`config.mk`:
```
export PLATFORM = sky130hd
export DESIGN_NAME = ivsf_top
export DESIGN_NICKNAME = d
export VERILOG_FILES = /design/src/hw/ivsf_pkg.sv /design/src/hw/ivsf_prio.sv /design/src/hw/ivsf_top.sv
export VERILOG_INCLUDE_DIRS = /design/src /design/src/hw
export SDC_FILE = /design/constraint.sdc
export NUM_CORES = 1
export LEC_CHECK = 0
export ABC_AREA = 1
export BUFFER_PORTS_ARGS = -buffer_cell sky130_fd_sc_hd__buf_2
export CAP_MARGIN = 20
export CORE_ASPECT_RATIO = 2
export CORE_MARGIN = 2
export CORE_UTILIZATION = 38
export CTS_CLUSTER_DIAMETER = 100
export DETAILED_ROUTE_END_ITERATION = 8
export HOLD_SLACK_MARGIN = 0.05
export PLACE_DENSITY = 0.75
export SYNTH_ARGS = -nofsm -noshare
export SYNTH_HDL_FRONTEND = slang
export SYNTH_SLANG_ARGS = --single-unit
```
`constraint.sdc`:
```
create_clock -name clk_sys_in -period 1.37 [get_ports clk_sys_in]
set_clock_uncertainty 0.2 [all_clocks]
set_input_delay 0.0685 -clock clk_sys_in [delete_from_list [all_inputs] [get_ports clk_sys_in]]
set_output_delay 0.0685 -clock clk_sys_in [all_outputs]
set_load 0.005 [all_outputs]
```
`src/hw/ivsf_cfg.svh`:
```
`ifndef IVSF_CFG_SVH
`define IVSF_CFG_SVH

// special-function register addresses
`define IVSF_ADDR_EN 8'h00
`define IVSF_ADDR_EN_SPARE 8'h01
`define IVSF_ADDR_FLG 8'h02
`define IVSF_ADDR_FLG_SPARE 8'h03

// enable register bits
`define IVSF_BIT_WDT_IE 0
`define IVSF_BIT_OSC_IE 1
`define IVSF_BIT_NMI_IE 4
`define IVSF_BIT_ACCV_IE 5

// flag register bits
`define IVSF_BIT_WDT_FLG 0
`define IVSF_BIT_OSC_FLG 1
`define IVSF_BIT_POR_FLG 2
`define IVSF_BIT_RST_FLG 3
`define IVSF_BIT_NMI_FLG 4

// flag and enable values after power-on and after soft power-up clear
`define IVSF_POR_WDT_FLG 1'b0
`define IVSF_POR_OSC_FLG 1'b1
`define IVSF_POR_POR_FLG 1'b1
`define IVSF_POR_RST_FLG 1'b0
`define IVSF_POR_NMI_FLG 1'b0
`define IVSF_SCLR_OSC_FLG 1'b1
`define IVSF_SCLR_NMI_FLG 1'b0
`define IVSF_SCLR_IE 1'b0

// vector table
`define IVSF_VEC_BASE 16'hFFC0
`define IVSF_VEC_TOP 16'hFFFF
`define IVSF_VEC_RESET 16'hFFFE
`define IVSF_VEC_ERASED 16'hFFFF

// priorities
`define IVSF_PRIO_RESET 5'h1F
`define IVSF_PRIO_NMI 5'h1E
`define IVSF_PRIO_COMP 5'h1B
`define IVSF_PRIO_WDT 5'h1A
`define IVSF_PRIO_TCH0 5'h19
`define IVSF_PRIO_TCH1 5'h18
`define IVSF_PRIO_PORT2 5'h13
`define IVSF_PRIO_PORT1 5'h12
`define IVSF_PRIO_FREE_TOP 5'h0F

// peripheral space end and legal instruction fetch windows
`define IVSF_PERIPH_HI 16'h01FF
`define IVSF_RAM_LO 16'h0200
`define IVSF_RAM_HI 16'h027F
`define IVSF_INFO_LO 16'h1000
`define IVSF_INFO_HI 16'h10FF
`define IVSF_CODE_LO 16'hF800

`endif

```
`src/hw/ivsf_pkg.sv`:
```
package ivsf_pkg;

    typedef enum logic [3:0] {
        ST_BOOT  = 4'h1,
        ST_WAIT  = 4'h2,
        ST_RUN   = 4'h4,
        ST_SLEEP = 4'h8
    } ivsf_state_e;

    typedef logic [4:0] ivsf_prio_t;

endpackage : ivsf_pkg

```
`src/hw/ivsf_prio.sv`:
```
`timescale 1ns/1ps
module ivsf_prio
    import ivsf_pkg::*;
(
    // request per priority level
    input wire logic [31:0] req_in,
    // winner
    output logic valid_out,
    output ivsf_prio_t prio_out
);
    logic [31:0] higher;
    logic [31:0] pick;

    // higher[i] is set when any level above i requests
    assign higher[31] = 1'b0;
    assign pick[31] = req_in[31];
    genvar g;
    generate
        for (g = 0; g < 31; g = g + 1)
        begin : g_lvl
            assign higher[g] = higher[g + 1] | req_in[g + 1];
            assign pick[g] = req_in[g] & ~higher[g];
        end
    endgenerate

    always_comb
    begin
        prio_out = 5'h00;
        for (int i = 0; i < 32; i++)
        begin
            if (pick[i])
            begin
                prio_out = 5'(i);
            end
        end
    end

    assign valid_out = |req_in;
endmodule : ivsf_prio

```
`src/hw/ivsf_top.sv`:
```
// Behaviour
// vectors sit in words FFC0h to FFFFh
// erased reset vector sends device to deepest sleep
// deepest sleep stops cpu, clocks, dc generator, crystal
// all reset causes go through FFFEh, priority 31
// pin event, osc fault, flash violation share FFFCh
// nonmaskable sources obey own enable, ignore global
// comparator at FFF6h priority 27 when fitted
// watchdog interval, timer channels, overflow vectors
// port one flags at FFE4h priority 18
// port two bits 6,7 at FFE6h priority 19
// priorities 15 to 0 carry no source
// fetch from peripherals or unused space resets
// timer, comparator, port flags stay in modules
// unassigned bits absent; 01h, 03h read zero
// enable register bits, cleared by soft clear
// watchdog enable acts only in interval mode
// flag register bits; osc flag set by hardware
// soft clear and power-on preset flag values
// power-on flag set on supply power-up
// external reset flag set by pin reset
// pin nonmaskable flag set in nmi mode
// highest priority first; flags stay until cleared
//
// Strobed register access was left to the implementer.
`timescale 1ns/1ps
`include "ivsf_cfg.svh"
module ivsf_top
    import ivsf_pkg::*;
#(
    // variant option: comparator fitted
    parameter bit HAS_COMPARATOR = 1'b1
)
(
    // clock and power-on reset
    input wire logic clk_sys_in,
    input wire logic rst_n_in,
    // register port
    input wire logic [7:0] reg_addr_in,
    input wire logic [7:0] reg_wdata_in,
    input wire logic reg_wr_in,
    input wire logic reg_rd_in,
    output logic [7:0] reg_rdata_out,
    // cpu side
    input wire logic gie_in,
    input wire logic fetch_valid_in,
    input wire logic [15:0] fetch_addr_in,
    input wire logic soft_powerup_clear_in,
    output logic vec_fetch_req_out,
    input wire logic vec_fetch_valid_in,
    input wire logic [15:0] vec_fetch_data_in,
    output logic irq_req_out,
    output logic [15:0] irq_vector_out,
    output logic [4:0] irq_prio_out,
    output logic reset_req_out,
    // reset / nonmaskable pin
    input wire logic rst_nmi_pin_n_in,
    input wire logic pin_nmi_mode_in,
    // system sources
    input wire logic osc_fault_in,
    input wire logic flash_access_violation_flag_in,
    input wire logic flash_key_violation_flag_in,
    input wire logic wdt_interval_mode_in,
    input wire logic wdt_event_in,
    // module-held flags
    input wire logic comparator_flag_in,
    input wire logic capture_compare_flag0_in,
    input wire logic capture_compare_flag1_in,
    input wire logic timer_overflow_flag_in,
    input wire logic [7:0] port_one_pin_flags_in,
    input wire logic [1:0] port_two_pin_flags_in,
    // power state
    output logic deepest_sleep_mode_out,
    output logic cpu_off_out,
    output logic aclk_off_out,
    output logic mclk_off_out,
    output logic smclk_off_out,
    output logic dc_gen_off_out,
    output logic xtal_stop_out
);
    logic rst_s1_r;
    logic rst_n_r;
    logic pin_s1_r;
    logic pin_s2_r;
    logic pin_d_r;
    logic pin_fall;
    logic pin_reset_ev;
    logic pin_nmi_ev;
    logic fetch_bad;
    logic wdt_expire_ev;
    logic soft_clr;
    logic wr_ie;
    logic wr_ifg;
    ivsf_state_e state_r;
    ivsf_state_e state_nxt;
    logic [3:0] sleep_r;
    logic watchdog_interval_enable_r;
    logic osc_fault_enable_r;
    logic pin_nonmaskable_enable_r;
    logic flash_access_violation_enable_r;
    logic watchdog_flag_r;
    logic osc_fault_flag_r;
    logic power_on_flag_r;
    logic external_reset_flag_r;
    logic pin_nonmaskable_flag_r;
    logic [7:0] en_val;
    logic [7:0] flg_val;
    logic [31:0] req;
    logic win_valid;
    ivsf_prio_t win_prio;
    logic nmi_req;

    // reset release through two flops
    always_ff @(posedge clk_sys_in or negedge rst_n_in)
    begin
        if (!rst_n_in)
        begin
            rst_s1_r <= 1'b0;
            rst_n_r <= 1'b0;
        end
        else
        begin
            rst_s1_r <= 1'b1;
            rst_n_r <= rst_s1_r;
        end
    end

    // pin synchroniser; first stage read only by second
    always_ff @(posedge clk_sys_in or negedge rst_n_r)
    begin
        if (!rst_n_r)
        begin
            pin_s1_r <= 1'b1;
            pin_s2_r <= 1'b1;
            pin_d_r <= 1'b1;
        end
        else
        begin
            pin_s1_r <= rst_nmi_pin_n_in;
            pin_s2_r <= pin_s1_r;
            pin_d_r <= pin_s2_r;
        end
    end

    assign pin_fall = pin_d_r & ~pin_s2_r;
    assign pin_reset_ev = pin_fall & ~pin_nmi_mode_in;
    assign pin_nmi_ev = pin_fall & pin_nmi_mode_in;
    assign wdt_expire_ev = wdt_event_in & ~wdt_interval_mode_in;

    // only ram, information and code flash may hold instructions
    assign fetch_bad = fetch_valid_in & ~(
        ((fetch_addr_in >= `IVSF_RAM_LO) && (fetch_addr_in <= `IVSF_RAM_HI)) ||
        ((fetch_addr_in >= `IVSF_INFO_LO) && (fetch_addr_in <= `IVSF_INFO_HI)) ||
        (fetch_addr_in >= `IVSF_CODE_LO));

    // every reset cause except power-on funnels into one soft clear
    assign soft_clr = soft_powerup_clear_in | pin_reset_ev | wdt_expire_ev |
                 flash_key_violation_flag_in | fetch_bad;

    always_ff @(posedge clk_sys_in or negedge rst_n_r)
    begin
        if (!rst_n_r)
        begin
            reset_req_out <= 1'b0;
        end
        else
        begin
            reset_req_out <= soft_clr & ~soft_powerup_clear_in;
        end
    end

    assign wr_ie = reg_wr_in && (reg_addr_in == `IVSF_ADDR_EN);
    assign wr_ifg = reg_wr_in && (reg_addr_in == `IVSF_ADDR_FLG);

    // enables: cleared by power-on and by soft clear
    always_ff @(posedge clk_sys_in or negedge rst_n_r)
    begin
        if (!rst_n_r)
        begin
            watchdog_interval_enable_r <= `IVSF_SCLR_IE;
            osc_fault_enable_r <= `IVSF_SCLR_IE;
            pin_nonmaskable_enable_r <= `IVSF_SCLR_IE;
            flash_access_violation_enable_r <= `IVSF_SCLR_IE;
        end
        else if (soft_clr)
        begin
            watchdog_interval_enable_r <= `IVSF_SCLR_IE;
            osc_fault_enable_r <= `IVSF_SCLR_IE;
            pin_nonmaskable_enable_r <= `IVSF_SCLR_IE;
            flash_access_violation_enable_r <= `IVSF_SCLR_IE;
        end
        else if (wr_ie)
        begin
            watchdog_interval_enable_r <= reg_wdata_in[`IVSF_BIT_WDT_IE];
            osc_fault_enable_r <= reg_wdata_in[`IVSF_BIT_OSC_IE];
            pin_nonmaskable_enable_r <= reg_wdata_in[`IVSF_BIT_NMI_IE];
            flash_access_violation_enable_r <= reg_wdata_in[`IVSF_BIT_ACCV_IE];
        end
    end

    // flags touched by power-on only; hardware set beats software write
    always_ff @(posedge clk_sys_in or negedge rst_n_r)
    begin
        if (!rst_n_r)
        begin
            watchdog_flag_r <= `IVSF_POR_WDT_FLG;
            power_on_flag_r <= `IVSF_POR_POR_FLG;
            external_reset_flag_r <= `IVSF_POR_RST_FLG;
        end
        else
        begin
            if (wdt_event_in)
            begin
                watchdog_flag_r <= 1'b1;
            end
            else if (wr_ifg)
            begin
                watchdog_flag_r <= reg_wdata_in[`IVSF_BIT_WDT_FLG];
            end
            if (wr_ifg)
            begin
                power_on_flag_r <= reg_wdata_in[`IVSF_BIT_POR_FLG];
            end
            if (pin_reset_ev)
            begin
                external_reset_flag_r <= 1'b1;
            end
            else if (wr_ifg)
            begin
                external_reset_flag_r <= reg_wdata_in[`IVSF_BIT_RST_FLG];
            end
        end
    end

    // flags preset by soft clear
    always_ff @(posedge clk_sys_in or negedge rst_n_r)
    begin
        if (!rst_n_r)
        begin
            osc_fault_flag_r <= `IVSF_POR_OSC_FLG;
            pin_nonmaskable_flag_r <= `IVSF_POR_NMI_FLG;
        end
        else if (soft_clr)
        begin
            osc_fault_flag_r <= `IVSF_SCLR_OSC_FLG;
            pin_nonmaskable_flag_r <= `IVSF_SCLR_NMI_FLG;
        end
        else
        begin
            if (osc_fault_in)
            begin
                osc_fault_flag_r <= 1'b1;
            end
            else if (wr_ifg)
            begin
                osc_fault_flag_r <= reg_wdata_in[`IVSF_BIT_OSC_FLG];
            end
            if (pin_nmi_ev)
            begin
                pin_nonmaskable_flag_r <= 1'b1;
            end
            else if (wr_ifg)
            begin
                pin_nonmaskable_flag_r <= reg_wdata_in[`IVSF_BIT_NMI_FLG];
            end
        end
    end

    // absent bits and the two empty registers read zero
    always_comb
    begin
        en_val = 8'h00;
        en_val[`IVSF_BIT_WDT_IE] = watchdog_interval_enable_r;
        en_val[`IVSF_BIT_OSC_IE] = osc_fault_enable_r;
        en_val[`IVSF_BIT_NMI_IE] = pin_nonmaskable_enable_r;
        en_val[`IVSF_BIT_ACCV_IE] = flash_access_violation_enable_r;
        flg_val = 8'h00;
        flg_val[`IVSF_BIT_WDT_FLG] = watchdog_flag_r;
        flg_val[`IVSF_BIT_OSC_FLG] = osc_fault_flag_r;
        flg_val[`IVSF_BIT_POR_FLG] = power_on_flag_r;
        flg_val[`IVSF_BIT_RST_FLG] = external_reset_flag_r;
        flg_val[`IVSF_BIT_NMI_FLG] = pin_nonmaskable_flag_r;
    end

    always_ff @(posedge clk_sys_in or negedge rst_n_r)
    begin
        if (!rst_n_r)
        begin
            reg_rdata_out <= 8'h00;
        end
        else if (reg_rd_in && (reg_addr_in == `IVSF_ADDR_EN))
        begin
            reg_rdata_out <= en_val;
        end
        else if (reg_rd_in && (reg_addr_in == `IVSF_ADDR_FLG))
        begin
            reg_rdata_out <= flg_val;
        end
        else
        begin
            reg_rdata_out <= 8'h00;
        end
    end

    // boot: read the reset vector once before letting the cpu run
    always_comb
    begin
        state_nxt = state_r;
        case (state_r)
            ST_BOOT:
            begin
                state_nxt = ST_WAIT;
            end
            ST_WAIT:
            begin
                if (vec_fetch_valid_in)
                begin
                    state_nxt = (vec_fetch_data_in == `IVSF_VEC_ERASED) ? ST_SLEEP : ST_RUN;
                end
            end
            ST_RUN:
            begin
                state_nxt = ST_RUN;
            end
            ST_SLEEP:
            begin
                state_nxt = ST_SLEEP;
            end
            default:
            begin
                state_nxt = ST_BOOT;
            end
        endcase
        // a reset restarts the vector check
        if (soft_clr)
        begin
            state_nxt = ST_BOOT;
        end
    end

    always_ff @(posedge clk_sys_in or negedge rst_n_r)
    begin
        if (!rst_n_r)
        begin
            state_r <= ST_BOOT;
            vec_fetch_req_out <= 1'b0;
            sleep_r <= 4'h0;
        end
        else
        begin
            state_r <= state_nxt;
            vec_fetch_req_out <= (state_nxt == ST_WAIT) && (state_r == ST_BOOT);
            sleep_r <= {4{state_nxt == ST_SLEEP}};
        end
    end

    // one sleep state gates every clock; a power-on or any soft clear leaves it
    assign deepest_sleep_mode_out = sleep_r[0];
    assign cpu_off_out = sleep_r[0];
    assign aclk_off_out = sleep_r[1];
    assign mclk_off_out = sleep_r[2];
    assign smclk_off_out = sleep_r[2];
    assign dc_gen_off_out = sleep_r[3];
    assign xtal_stop_out = sleep_r[3];

    // request per priority level
    assign nmi_req = (pin_nonmaskable_flag_r & pin_nonmaskable_enable_r) |
                     (osc_fault_flag_r & osc_fault_enable_r) |
                     (flash_access_violation_flag_in & flash_access_violation_enable_r);

    always_comb
    begin
        req = 32'h0000_0000;
        req[`IVSF_PRIO_NMI] = nmi_req;
        req[`IVSF_PRIO_COMP] = HAS_COMPARATOR & comparator_flag_in & gie_in;
        req[`IVSF_PRIO_WDT] = watchdog_flag_r & watchdog_interval_enable_r &
                              wdt_interval_mode_in & gie_in;
        req[`IVSF_PRIO_TCH0] = capture_compare_flag0_in & gie_in;
        req[`IVSF_PRIO_TCH1] = (capture_compare_flag1_in | timer_overflow_flag_in) & gie_in;
        req[`IVSF_PRIO_PORT2] = (|port_two_pin_flags_in) & gie_in;
        req[`IVSF_PRIO_PORT1] = (|port_one_pin_flags_in) & gie_in;
    end

    ivsf_prio u_prio
    (
        .req_in(req),
        .valid_out(win_valid),
        .prio_out(win_prio)
    );

    always_ff @(posedge clk_sys_in or negedge rst_n_r)
    begin
        if (!rst_n_r)
        begin
            irq_req_out <= 1'b0;
            irq_prio_out <= 5'h00;
            irq_vector_out <= `IVSF_VEC_RESET;
        end
        else
        begin
            irq_req_out <= win_valid && (state_r == ST_RUN) && !soft_clr;
            irq_prio_out <= win_prio;
            irq_vector_out <= `IVSF_VEC_BASE | {10'h000, win_prio, 1'b0};
        end
    end
endmodule : ivsf_top

```
After elaboration in Yosys (flattened, before gate mapping) --
Index checks and enable logic that the tools add are counted.
Word-level totals: bits in registers 40, bits of input ports 77, output and inout bits 39
Cells by class: order comparisons 5, equal/unequal tests 8, muxes and demuxes 31, bitwise gates (word level) 46, reductions and logical operators 21
Operator list (number):
- $mux 5 | 8
- $and 1x1->1 | 23
- $mux 1 | 18
- $eq 16x16->1 const B | 1
- $ge 16x10->1 const B | 1
- $ge 16x13->1 const B | 1
- $ge 16x16->1 const B | 1
- $le 16x10->1 const B | 1
- $le 16x13->1 const B | 1
- $pmux 4 s4 | 1
- $mux 4 | 3
- $or 1x1->1 | 12
- $not 1->1 | 11
- $logic_and 1x1->1 | 9
- $eq 4x2->1 const B | 2
- $eq 4x4->1 const B | 2
- $eq 8x2->1 const B | 1
- $logic_not 8->1 | 1
- $reduce_or 8->1 | 1
- $reduce_or 7->1 | 1
- $mux 6 | 1
- $reduce_bool 2->1 | 3
- $reduce_bool 3->1 | 2
- $eq 4x1->1 const B | 1
- 4 further kinds | 5

Logic depth before layout (Yosys ltp) --
Gate-level depths: netlist of run 1.
word-level depth 17, mapped depth 9, gate-level depth less buffers 9

Cells and area by module --
A second synthesis of run 1 with hierarchy kept.
Unflattened totals: cell total of the unflattened synthesis 302, area, all modules 2294.7 µm²
Modules (own cells, without submodules):
- ivsf_top | instances 1, cells each 217, area each 1840.5 µm²
- ivsf_prio | instances 1, cells each 85, area each 454.2 µm²

Worst setup path before layout of run 1 --
Ideal clock, no wire load.
kind reg2reg, start reg pin_s2_r, end reg osc_fault_flag_r, arrival 1.043 ns, required time 1.091 ns, slack 0.048 ns, cell stages (with the launch flop) 9, path buffers 1, clock period less this slack 1.322 ns, path through dfstp_2 > inv_1 > nand3b_1 > nand2_1 > inv_2 > nand2_2 > buf_6 > nor2_2 > nand2_1
On the way: word-level cells in the longest chain between the ends 8
RTL lines:
- start: declaration | line ivsf_top.sv:84 | logic pin_s2_r;
- start signal: assignment | line ivsf_top.sv:140 | pin_s2_r <= pin_s1_r;
- $not 1->1 (*) | line ivsf_top.sv:145 | assign pin_fall = pin_d_r & ~pin_s2_r;
- $and 1x1->1 (*) | line ivsf_top.sv:145
- $and 1x1->1 (*) | line ivsf_top.sv:146 | assign pin_reset_ev = pin_fall & ~pin_nmi_mode_in;
- $or 1x1->1 (*) (3 in a row) | line ivsf_top.sv:157 | assign soft_clr = soft_powerup_clear_in | pin_reset_ev | wdt_expire_ev |
- $or 1x1->1 (*) | line ivsf_top.sv:158 | flash_key_violation_flag_in | fetch_bad;
- $reduce_bool 3->1 (no source line) / $mux 1 (equally long branches)
- end signal: assignment | line ivsf_top.sv:240 | osc_fault_flag_r <= `IVSF_POR_OSC_FLG;
- end signal: assignment | line ivsf_top.sv:245 | osc_fault_flag_r <= `IVSF_SCLR_OSC_FLG;
- end signal: assignment | line ivsf_top.sv:256 | osc_fault_flag_r <= reg_wdata_in[`IVSF_BIT_OSC_FLG];
- end: declaration | line ivsf_top.sv:102 | logic osc_fault_flag_r;
Mark *: on every way between the ends. The rest lies on a longest branch, timed or not. A chain may end at the register's enable or synchronous reset.

Final worst setup path of run 1 --
Same ends and word-level chain as after synthesis.

==> results_dict.tcl, run 1 <==
set metrics [dict create \
    die-area_um2 5530 \
    grt_pass1_wl_mm 6.99 \
    die_height_um 103 \
    rsz0062_at_grt "true" \
    clk-insertion-delay-late_ns 0.30 \
    synth_area_leaders "dfrtp_1 36%, dfstp_2 15%, nand2_1 9.4%" \
    cts_buffers 5 \
    synth_warnings 0 \
    grt_pass1_vias 1676 \
    cp_slowest_cell "dfstp_2" \
    io_buffer_count 93 \
    clock_path_buffers 2 \
    setup_ws_ns -0.0291 \
    die_x_um 53.6 \
    post-route-period-util_pct 102 \
    min_path_type "input port to flip-flop" \
    drt_iter0_markers 32 \
    routedWlPerCell_um 11.3 \
    hold_buffers 25 \
    ys_seq_area_share_pct 51.6 \
    antennaDiodeCount 0 \
    ys_seq_elements 38 \
    vias 1881 \
    grt-ovfl-total 0 \
    reg2reg_from "pin_s2_r$_DFF_PN1_" \
    synth.distinct_cells 23 \
    rr_worst_depth 8 \
    core_area_um2 4820 \
    grt.total_usage_pct 17.4 \
    timing.reg2reg.setup_slack_ns -0.03 \
    required_ns 1.39 \
    worstHoldStart "osc_fault_in" \
    io_pins 116 \
    hpwl_mm 3.44 \
    rows 36 \
    worstSetupPathType "flip-flop to flip-flop" \
    fin_nets 431 \
    crit_end "osc_fault_flag_r$_DFFE_PN1P_" \
    htree_num_levels 2 \
    violations "hold timing, setup timing" \
    slowest_delay_ns 0.54 \
    cts_tree "built" \
    muxShareOfSynthArea_pct 0 \
    hold_ws_ns -0.203 \
    synth_top_area_share_pct 36.1 \
    yosys.area.top_type "dfrtp_1" \
    drv_cap 0 \
    vias_per_cell 4.57 \
    syn_inst 226 \
    ant_nets 0 \
    timing_hold_violations_final 3 \
    cts_sinks 38 \
    dpl.cell_count 378 \
    clockRootBuffer "clkbuf_8" \
    r2r_end "osc_fault_flag_r$_DFFE_PN1P_" \
    finalCriticalPeriod_ns 1.40 \
    drv_slew 0 \
    pre_cts_ws_ns -0.0651 \
    syn_avg_cell_area_um2 8.27 \
    synth_top_family_by_area "simple AND/OR/NAND/NOR gates" \
    yosys.area_share.adder_pct 0 \
    post_route_cells_drive_above_1_share_pct 44.2 \
    syn_area_um2 1870 \
    start_kind "flip-flop" \
    synth_compound_area_share_pct 5.96 \
    cts.clk_slew.worst_paths_ns 0.07 \
    gp_congestion 0.856 \
    path_max_fanout 5 \
    power.density_nw_per_um2 919 \
    cp_cell_sequence "inv_2 -> nand3b_1 -> nand2_1 -> inv_2 -> nand2_4 -> buf_12 -> nor2_4 -> nand2_1" \
    route.detailed.drc 0 \
    antenna_found_initial 0 \
    synthSimpleGateAreaFrac_pct 28.1 \
    drt-total-wl_mm 4.67 \
    start_util_pct 38.8 \
    grt_max_degree 37 \
    vdd_drop_max_mv 0.755 \
    critPathCaptureType "flip-flop" \
    max_freq_mhz 715 \
    setup_viol 3 \
    cp-startpoint "pin_s2_r$_DFF_PN1_" \
    final_cells 412 \
    status "finished with violations" \
    cp.arrival_ns 1.42 \
    synth-xor-area-share_pct 0 \
    syn_to_final_growth_pct 55.0 \
    leakage_nw 1.52 \
    dr.pass1.iters 4 \
]
## placed cells by master (no fill, tap or decap), types with 2 or more instances in the layout
cell,instances
inv_2,3
nor3b_1,2
nor2_1,29
buf_4,11
conb_1,14
clkbuf_8,5
dfstp_2,11
o21ai_0,8
dlygate4sd3_1,24
buf_2,93
nor2_4,6
a21oi_2,6
inv_1,21
dfrtp_1,27
bufinv_16,2
nor2_2,6
nand2_1,45
buf_12,2
nand3_2,2
nand2_2,3
nand3_1,22
## state kept, by name, summed over array words and instances (netlist names), 4 cells and up
| register | count |
|---|---|
| irq_prio_out | 5 |
| irq_vector_out | 5 |
| reg_rdata_out | 6 |
| state_r | 4 |
## synth_stat cells, drive strengths merged
cell / n
or2: 1
nand3b: 1
o21bai: 1
nand2: 49
nor3: 2
inv: 24
a21oi: 7
o21ai: 10
dfrtp: 27
conb: 2
dfstp: 11
nand3: 25
nor2: 41
buf: 22
nor3b: 2
and3: 1
## what timing repair did
action	in CTS	in global routing
setup endpoints to repair	13	21
cloned	0	0
resized for setup	9	22
pin swaps	3	5
buffers inserted	2	1
hold endpoints to repair	59	5
## stage by stage
stage          utilization [%]  setup TNS [ns]  instance area (µm²)  total power, mW
6_report                  60.1         -0.0382                 2900             2.66
4_1_cts                   58.7         -0.0135                 2830             2.67
3_5_place_dp              49.7          -0.255                 2400             1.46
2_1_floorplan                -               0                 1910             1.33
5_1_grt                   60.1          -0.737                 2900             2.77
3_3_place_gp              49.7         -0.0288                 2400             1.46
## report_power, final
part	switching, mW	total (mW)	internal (mW)
combinational	0.162	0.343	0.180
clock	0.414	1.14	0.729
sequential	0.0117	1.18	1.17
## worst max-delay path, delay by kind of cell, from the launching register on
kind                   cells  cell delay [ns]
DFF                        1             0.54
and+or+nand+nor            5             0.34
buffers and inverters      3             0.25
## layout make-up
class | instances | area [µm²]
Multi-Input combinational cell | 154 | 793
Timing Repair Buffer | 131 | 840
Fill cell | 435 | 1920
Clock inverter | 3 | 68.8
Sequential cell | 38 | 965
Tap cell | 57 | 71.3
Inverter | 24 | 90.1
Clock buffer | 5 | 68.8
## logic make-up after synthesis
group           Yosys count
other cells               2
buf+inv                  46
flops                    38
simple gates            122
compound gates           18
## worst min-delay path by stage
| stage | end | slack, ns | cells after the start |
|---|---|---|---|
| after CTS | osc_fault_flag_r$_DFFE_PN1P_ | -0.21 | 3 |
| after global placement | rst_n_r$_DFF_PN0_ | -0.35 | 1 |
| after detailed placement | rst_n_r$_DFF_PN0_ | -0.34 | 1 |
| after global routing | osc_fault_flag_r$_DFFE_PN1P_ | -0.20 | 3 |
| after floorplan | rst_n_r$_DFF_PN0_ | -0.43 | 0 |
| final | osc_fault_flag_r$_DFFE_PN1P_ | -0.20 | 3 |
## routing by layer
| layer | vias up | global-route usage (%) | wire (µm) |
|---|---|---|---|
| met4 | 0 | 7.10 | 91 |
| met3 | 6 | 3.16 | 241 |
| met1 | 873 | 16.9 | 1510 |
| met2 | 73 | 33.8 | 2820 |
| met5 | - | 0 | 0 |
| li1 | 929 | - | - |
(Power assumes the default switching activity.)
==> run 2, diff against run 1 <==
Settings changed: SKIP_CTS_REPAIR_TIMING from default to 1.
==> results_dict.tcl, run 2 (synthesis gave the netlist of run 1 again) <==
set metrics [dict create \
    ant_nets 0 \
    grt_pass1_wl_mm 6.39 \
    cp.arrival_ns 1.41 \
    path_max_fanout 5 \
    p_int_mw 2.07 \
    largest_reg_flops 6 \
    core_area_um2 4820 \
    post-route-period-util_pct 101 \
    routedWlPerCell_um 11.2 \
    drt_iter0_markers 41 \
    vias_per_cell 4.49 \
    seqCellArea_um2 965 \
    status "finished with violations" \
    antennaDiodeCount 0 \
    drv_cap 0 \
    dr.pass1.iters 4 \
    power.density_nw_per_um2 929 \
    finalSetupTns_ns -0.0154 \
    htree_num_levels 2 \
    clk-insertion-delay-late_ns 0.29 \
    violations "hold timing, setup timing" \
    gp_congestion 0.856 \
    antenna_found_initial 0 \
    reg_top3 "reg_rdata_out x6, irq_prio_out x5, irq_vector_out x5" \
    vias 1838 \
    finalCriticalPeriod_ns 1.39 \
    p_clk_share_pct 43.0 \
    cts_sinks 38 \
    p_comb_share_pct 12.6 \
    multi_input_comb_area_um2 776 \
    clockRootBuffer "clkbuf_8" \
    seqPwrFrac_pct 44.4 \
    power.switching_uw 582 \
    max_freq_mhz 722 \
    hpwl_mm 3.44 \
    syn_to_final_growth_pct 52.7 \
    clock_path_buffers 2 \
    rsz0062_at_grt "true" \
    fillCellCount 436 \
    post_route_cells_drive_above_1_share_pct 43.2 \
    leakage_nw 1.51 \
    layout_commonest_cell "buf_2" \
    drv_slew 0 \
    die-area_um2 5530 \
    hold_ws_ns -0.201 \
    min_path_type "input port to flip-flop" \
    required_ns 1.39 \
    route.detailed.drc 0 \
    grt-ovfl-total 0 \
    setup_viol 1 \
    largest_register "reg_rdata_out" \
    io_buffer_count 93 \
    die_x_um 53.6 \
    final_cells 409 \
    fin_nets 428 \
    vdd_drop_max_mv 0.752 \
    timing_hold_violations_final 3 \
    drt-total-wl_mm 4.58 \
    worstSetupPathType "flip-flop to flip-flop" \
    cts_tree "built" \
    grt_pass1_vias 1584 \
    switching_share_pct 21.9 \
    grt_max_degree 37 \
    start_util_pct 38.8 \
    cts.clk_slew.worst_paths_ns 0.07 \
    setup_ws_ns -0.0154 \
    dpl.cell_count 378 \
    cts_buffers 5 \
    grt.total_usage_pct 16.0 \
    critPathCaptureType "flip-flop" \
    layout_common_cells "93 x buf_2, 44 x nand2_1, 31 x nor2_1, 27 x dfrtp_1" \
    io_pins 116 \
    die_height_um 103 \
    start_kind "flip-flop" \
    rows 36 \
]
[run 2: power groups by stage]
| stage | combinational, mW | clock, mW | sequential, mW |
|---|---|---|---|
| after floorplan | 0.114 | 0 | 1.21 |
| after global placement | 0.258 | 0 | 1.20 |
| after detailed placement | 0.266 | 0 | 1.20 |
| after CTS | 0.267 | 1.17 | 1.18 |
| after global routing | 0.374 | 1.20 | 1.18 |
| final | 0.333 | 1.14 | 1.18 |
[run 2: final timing paths]
path	from	end	slack [ns]	depth (start not counted)
worst min-delay path	osc_fault_in	osc_fault_flag_r$_DFFE_PN1P_	-0.20	3
min in group asynchronous	rst_n_in	rst_n_r$_DFF_PN0_	0.41	3
worst max-delay path	pin_s2_r$_DFF_PN1_	osc_fault_flag_r$_DFFE_PN1P_	-0.02	8
max in group asynchronous	rst_n_r$_DFF_PN0_	osc_fault_flag_r$_DFFE_PN1P_	0.10	2
worst max register to register	pin_s2_r$_DFF_PN1_	osc_fault_flag_r$_DFFE_PN1P_	-0.02	8
worst min register to register	rst_s1_r$_DFF_PN0_	rst_n_r$_DFF_PN0_	0.16	0
[run 2: routing by layer]
| layer | wire (µm) | GRT usage (%) | vias up | part of all wire, % |
|---|---|---|---|---|
| met4 | 78 | 8.09 | 0 | 1.7 |
| met1 | 1540 | 14.5 | 830 | 34 |
| li1 | - | - | 920 | - |
| met3 | 279 | 3.74 | 6 | 6.1 |
| met2 | 2680 | 30.8 | 82 | 59 |
| met5 | 0 | 0 | - | 0 |
[run 2: stage by stage]
step	power (mW)	area, µm²	utilization (%)	setup WS, ns
2_1_floorplan	1.33	1910	-	0.0482
4_1_cts	2.61	2530	52.6	-0.0928
5_1_grt	2.76	2850	59.2	-0.0992
6_report	2.65	2850	59.2	-0.0154
3_3_place_gp	1.46	2400	49.7	-0.0186
3_5_place_dp	1.46	2400	49.7	-0.0651
[run 2: worst max-delay path: stages (launching register included)]
cell and delay, ns:
dfstp_2 0.54, inv_2 0.04, nand3b_1 0.08, nand2_1 0.07, inv_2 0.07, nand2_4 0.06
buf_12 0.14, nor2_4 0.07, nand2_1 0.05
[run 2: area by class of cell]
cell class                      count  share of cell area (%)
Timing Repair Buffer              128                    28.5
Inverter                           24                    3.16
Sequential cell                    38                    33.8
Clock inverter                      3                    2.41
Tap cell                           57                    2.50
Multi-Input combinational cell    154                    27.2
Clock buffer                        5                    2.41
==> run 3, diff against run 2 <==
Settings changed: CORE_MARGIN 2 to 10.
==> results_dict.tcl, run 3 (synthesis gave the netlist of run 1 again) <==
set metrics [dict create \
    gp_congestion 0.893 \
    cts.clk_slew.worst_paths_ns 0.07 \
    largest_register "reg_rdata_out" \
    cts_buffers 5 \
    cp.arrival_ns 1.40 \
    max_freq_mhz 722 \
    clock_path_buffers 2 \
    routedWlPerCell_um 13.0 \
    critPathCaptureType "flip-flop" \
    min_path_type "input port to flip-flop" \
    placed_cell_area_um2 2390 \
    post-route-period-util_pct 101 \
    largest_reg_flops 6 \
    vdd_drop_max_mv 0.709 \
    drv_cap 0 \
    cts_tree "built" \
    die-area_um2 8300 \
    fin_area_um2 2780 \
    antenna_found_initial 0 \
    drv_slew 0 \
    reg_top3 "reg_rdata_out x6, irq_prio_out x5, irq_vector_out x5" \
    grt_max_degree 33 \
    grt_use_met3_pct 4.24 \
    pre_cts_ws_ns -0.0908 \
    setup_ws_ns -0.0150 \
    timing_hold_violations_final 2 \
    io_pins 116 \
    fin_nets 428 \
    fin_util_pct 57.6 \
    finalCriticalPeriod_ns 1.38 \
    required_ns 1.39 \
    setup_viol 4 \
    clockRootBuffer "clkbuf_8" \
    hold_ws_ns -0.104 \
    grt.total_usage_pct 11.6 \
    grt-ovfl-total 0 \
    start_util_pct 38.8 \
    grt_pass1_wl_mm 8.00 \
    io_buffer_count 93 \
    p_clk_share_pct 34.0 \
    finalSetupTns_ns -0.0270 \
    violations "hold timing, setup timing" \
    htree_num_levels 2 \
    route.detailed.drc 0 \
    clk-insertion-delay-late_ns 0.28 \
    worstSetupPathType "flip-flop to flip-flop" \
    power.density_nw_per_um2 821 \
    drt_iter0_markers 47 \
    grt_pass1_vias 1902 \
    layout_common_cells "93 x buf_2, 45 x nand2_1, 34 x nor2_1, 27 x dfrtp_1, 24 x dlygate4sd3_1" \
    layout_commonest_cell "buf_2" \
    post_route_cells_drive_above_1_share_pct 40.9 \
    start_kind "flip-flop" \
    rsz0062_at_grt "true" \
    die_height_um 119 \
    cts_sinks 38 \
    antennaDiodeCount 0 \
    p_int_mw 1.74 \
    grt_util_met1_pct 10.2 \
    met2_usage_pct 21.3 \
    status "finished with violations" \
    grt-busiest-layer "met2" \
    path_max_fanout 5 \
    seqPwrFrac_pct 51.7 \
    power.switching_uw 541 \
    switching_share_pct 23.7 \
    ant_nets 0 \
    vias 1828 \
    p_comb_share_pct 14.3 \
    leakage_nw 1.49 \
    timing.reg2reg.setup_slack_ns -0.01 \
    drt-total-wl_mm 5.33 \
    die_x_um 69.6 \
    core_area_um2 4820 \
    rows 36 \
    dr.pass1.iters 4 \
    syn_to_final_growth_pct 48.5 \
    vias_per_cell 4.47 \
    hpwl_mm 4.22 \
]
==> run 3: changes by cell type in the layout (fill, tap and decap cells not counted), sizes merged <==
cell,previous run,this run
bufinv,2,0
buf,105,104
clkinvlp,0,1
dlygate4sd3,23,24
clkbuf,5,6
==> run 3: routing by layer <==
metal | part of all wire (%) | vias to the layer above
met5 | 0 | -
met4 | 1.9 | 0
met3 | 8.2 | 8
met2 | 56 | 78
met1 | 34 | 819
li1 | - | 923
==> run 3: worst max-delay path, stage by stage, from the launching register on <==
cell	delay, ns
dfstp_2	0.54
inv_2	0.04
nand3b_1	0.09
nand2_1	0.07
inv_2	0.07
nand2_4	0.06
buf_12	0.14
nor2_4	0.07
nand2_2	0.05
==> run 3: final timing paths <==
path,from,to,depth (start not counted)
max reg2reg,pin_s2_r$_DFF_PN1_,osc_fault_flag_r$_DFFE_PN1P_,8
max in group asynchronous,rst_n_r$_DFF_PN0_,irq_prio_out[0]$_DFF_PN0_,1
max,pin_s2_r$_DFF_PN1_,osc_fault_flag_r$_DFFE_PN1P_,8
min in group asynchronous,rst_n_r$_DFF_PN0_,irq_vector_out[2]$_DFF_PN1_,0
min,flash_access_violation_flag_in,irq_vector_out[3]$_DFF_PN1_,3
min reg2reg,rst_n_r$_DFF_PN0_,irq_vector_out[2]$_DFF_PN1_,0
==> run 3: final cells by class <==
class | count | area [µm²]
fill | 418 | 2040
clock inverter | 2 | 12.5
multi-input combinational | 154 | 742
tap | 57 | 71.3
sequential | 38 | 965
timing repair buffer | 128 | 813
inverter | 24 | 90.1
clock buffer | 6 | 82.6
==> run 3: power by group through the flow <==
| stage | registers (mW) | logic, mW | clock network [mW] |
|---|---|---|---|
| 6_report | 1.18 | 0.326 | 0.776 |
| 5_1_grt | 1.18 | 0.368 | 0.859 |
| 4_1_cts | 1.18 | 0.262 | 0.811 |
| 3_5_place_dp | 1.20 | 0.262 | 0 |
| 3_3_place_gp | 1.20 | 0.255 | 0 |
| 2_1_floorplan | 1.21 | 0.114 | 0 |
==> run 3: stage by stage <==
step	total power, mW	instances
floorplan	1.33	238
global placement	1.45	377
detailed placement	1.46	377
CTS	2.25	385
global route	2.41	409
finish	2.28	409
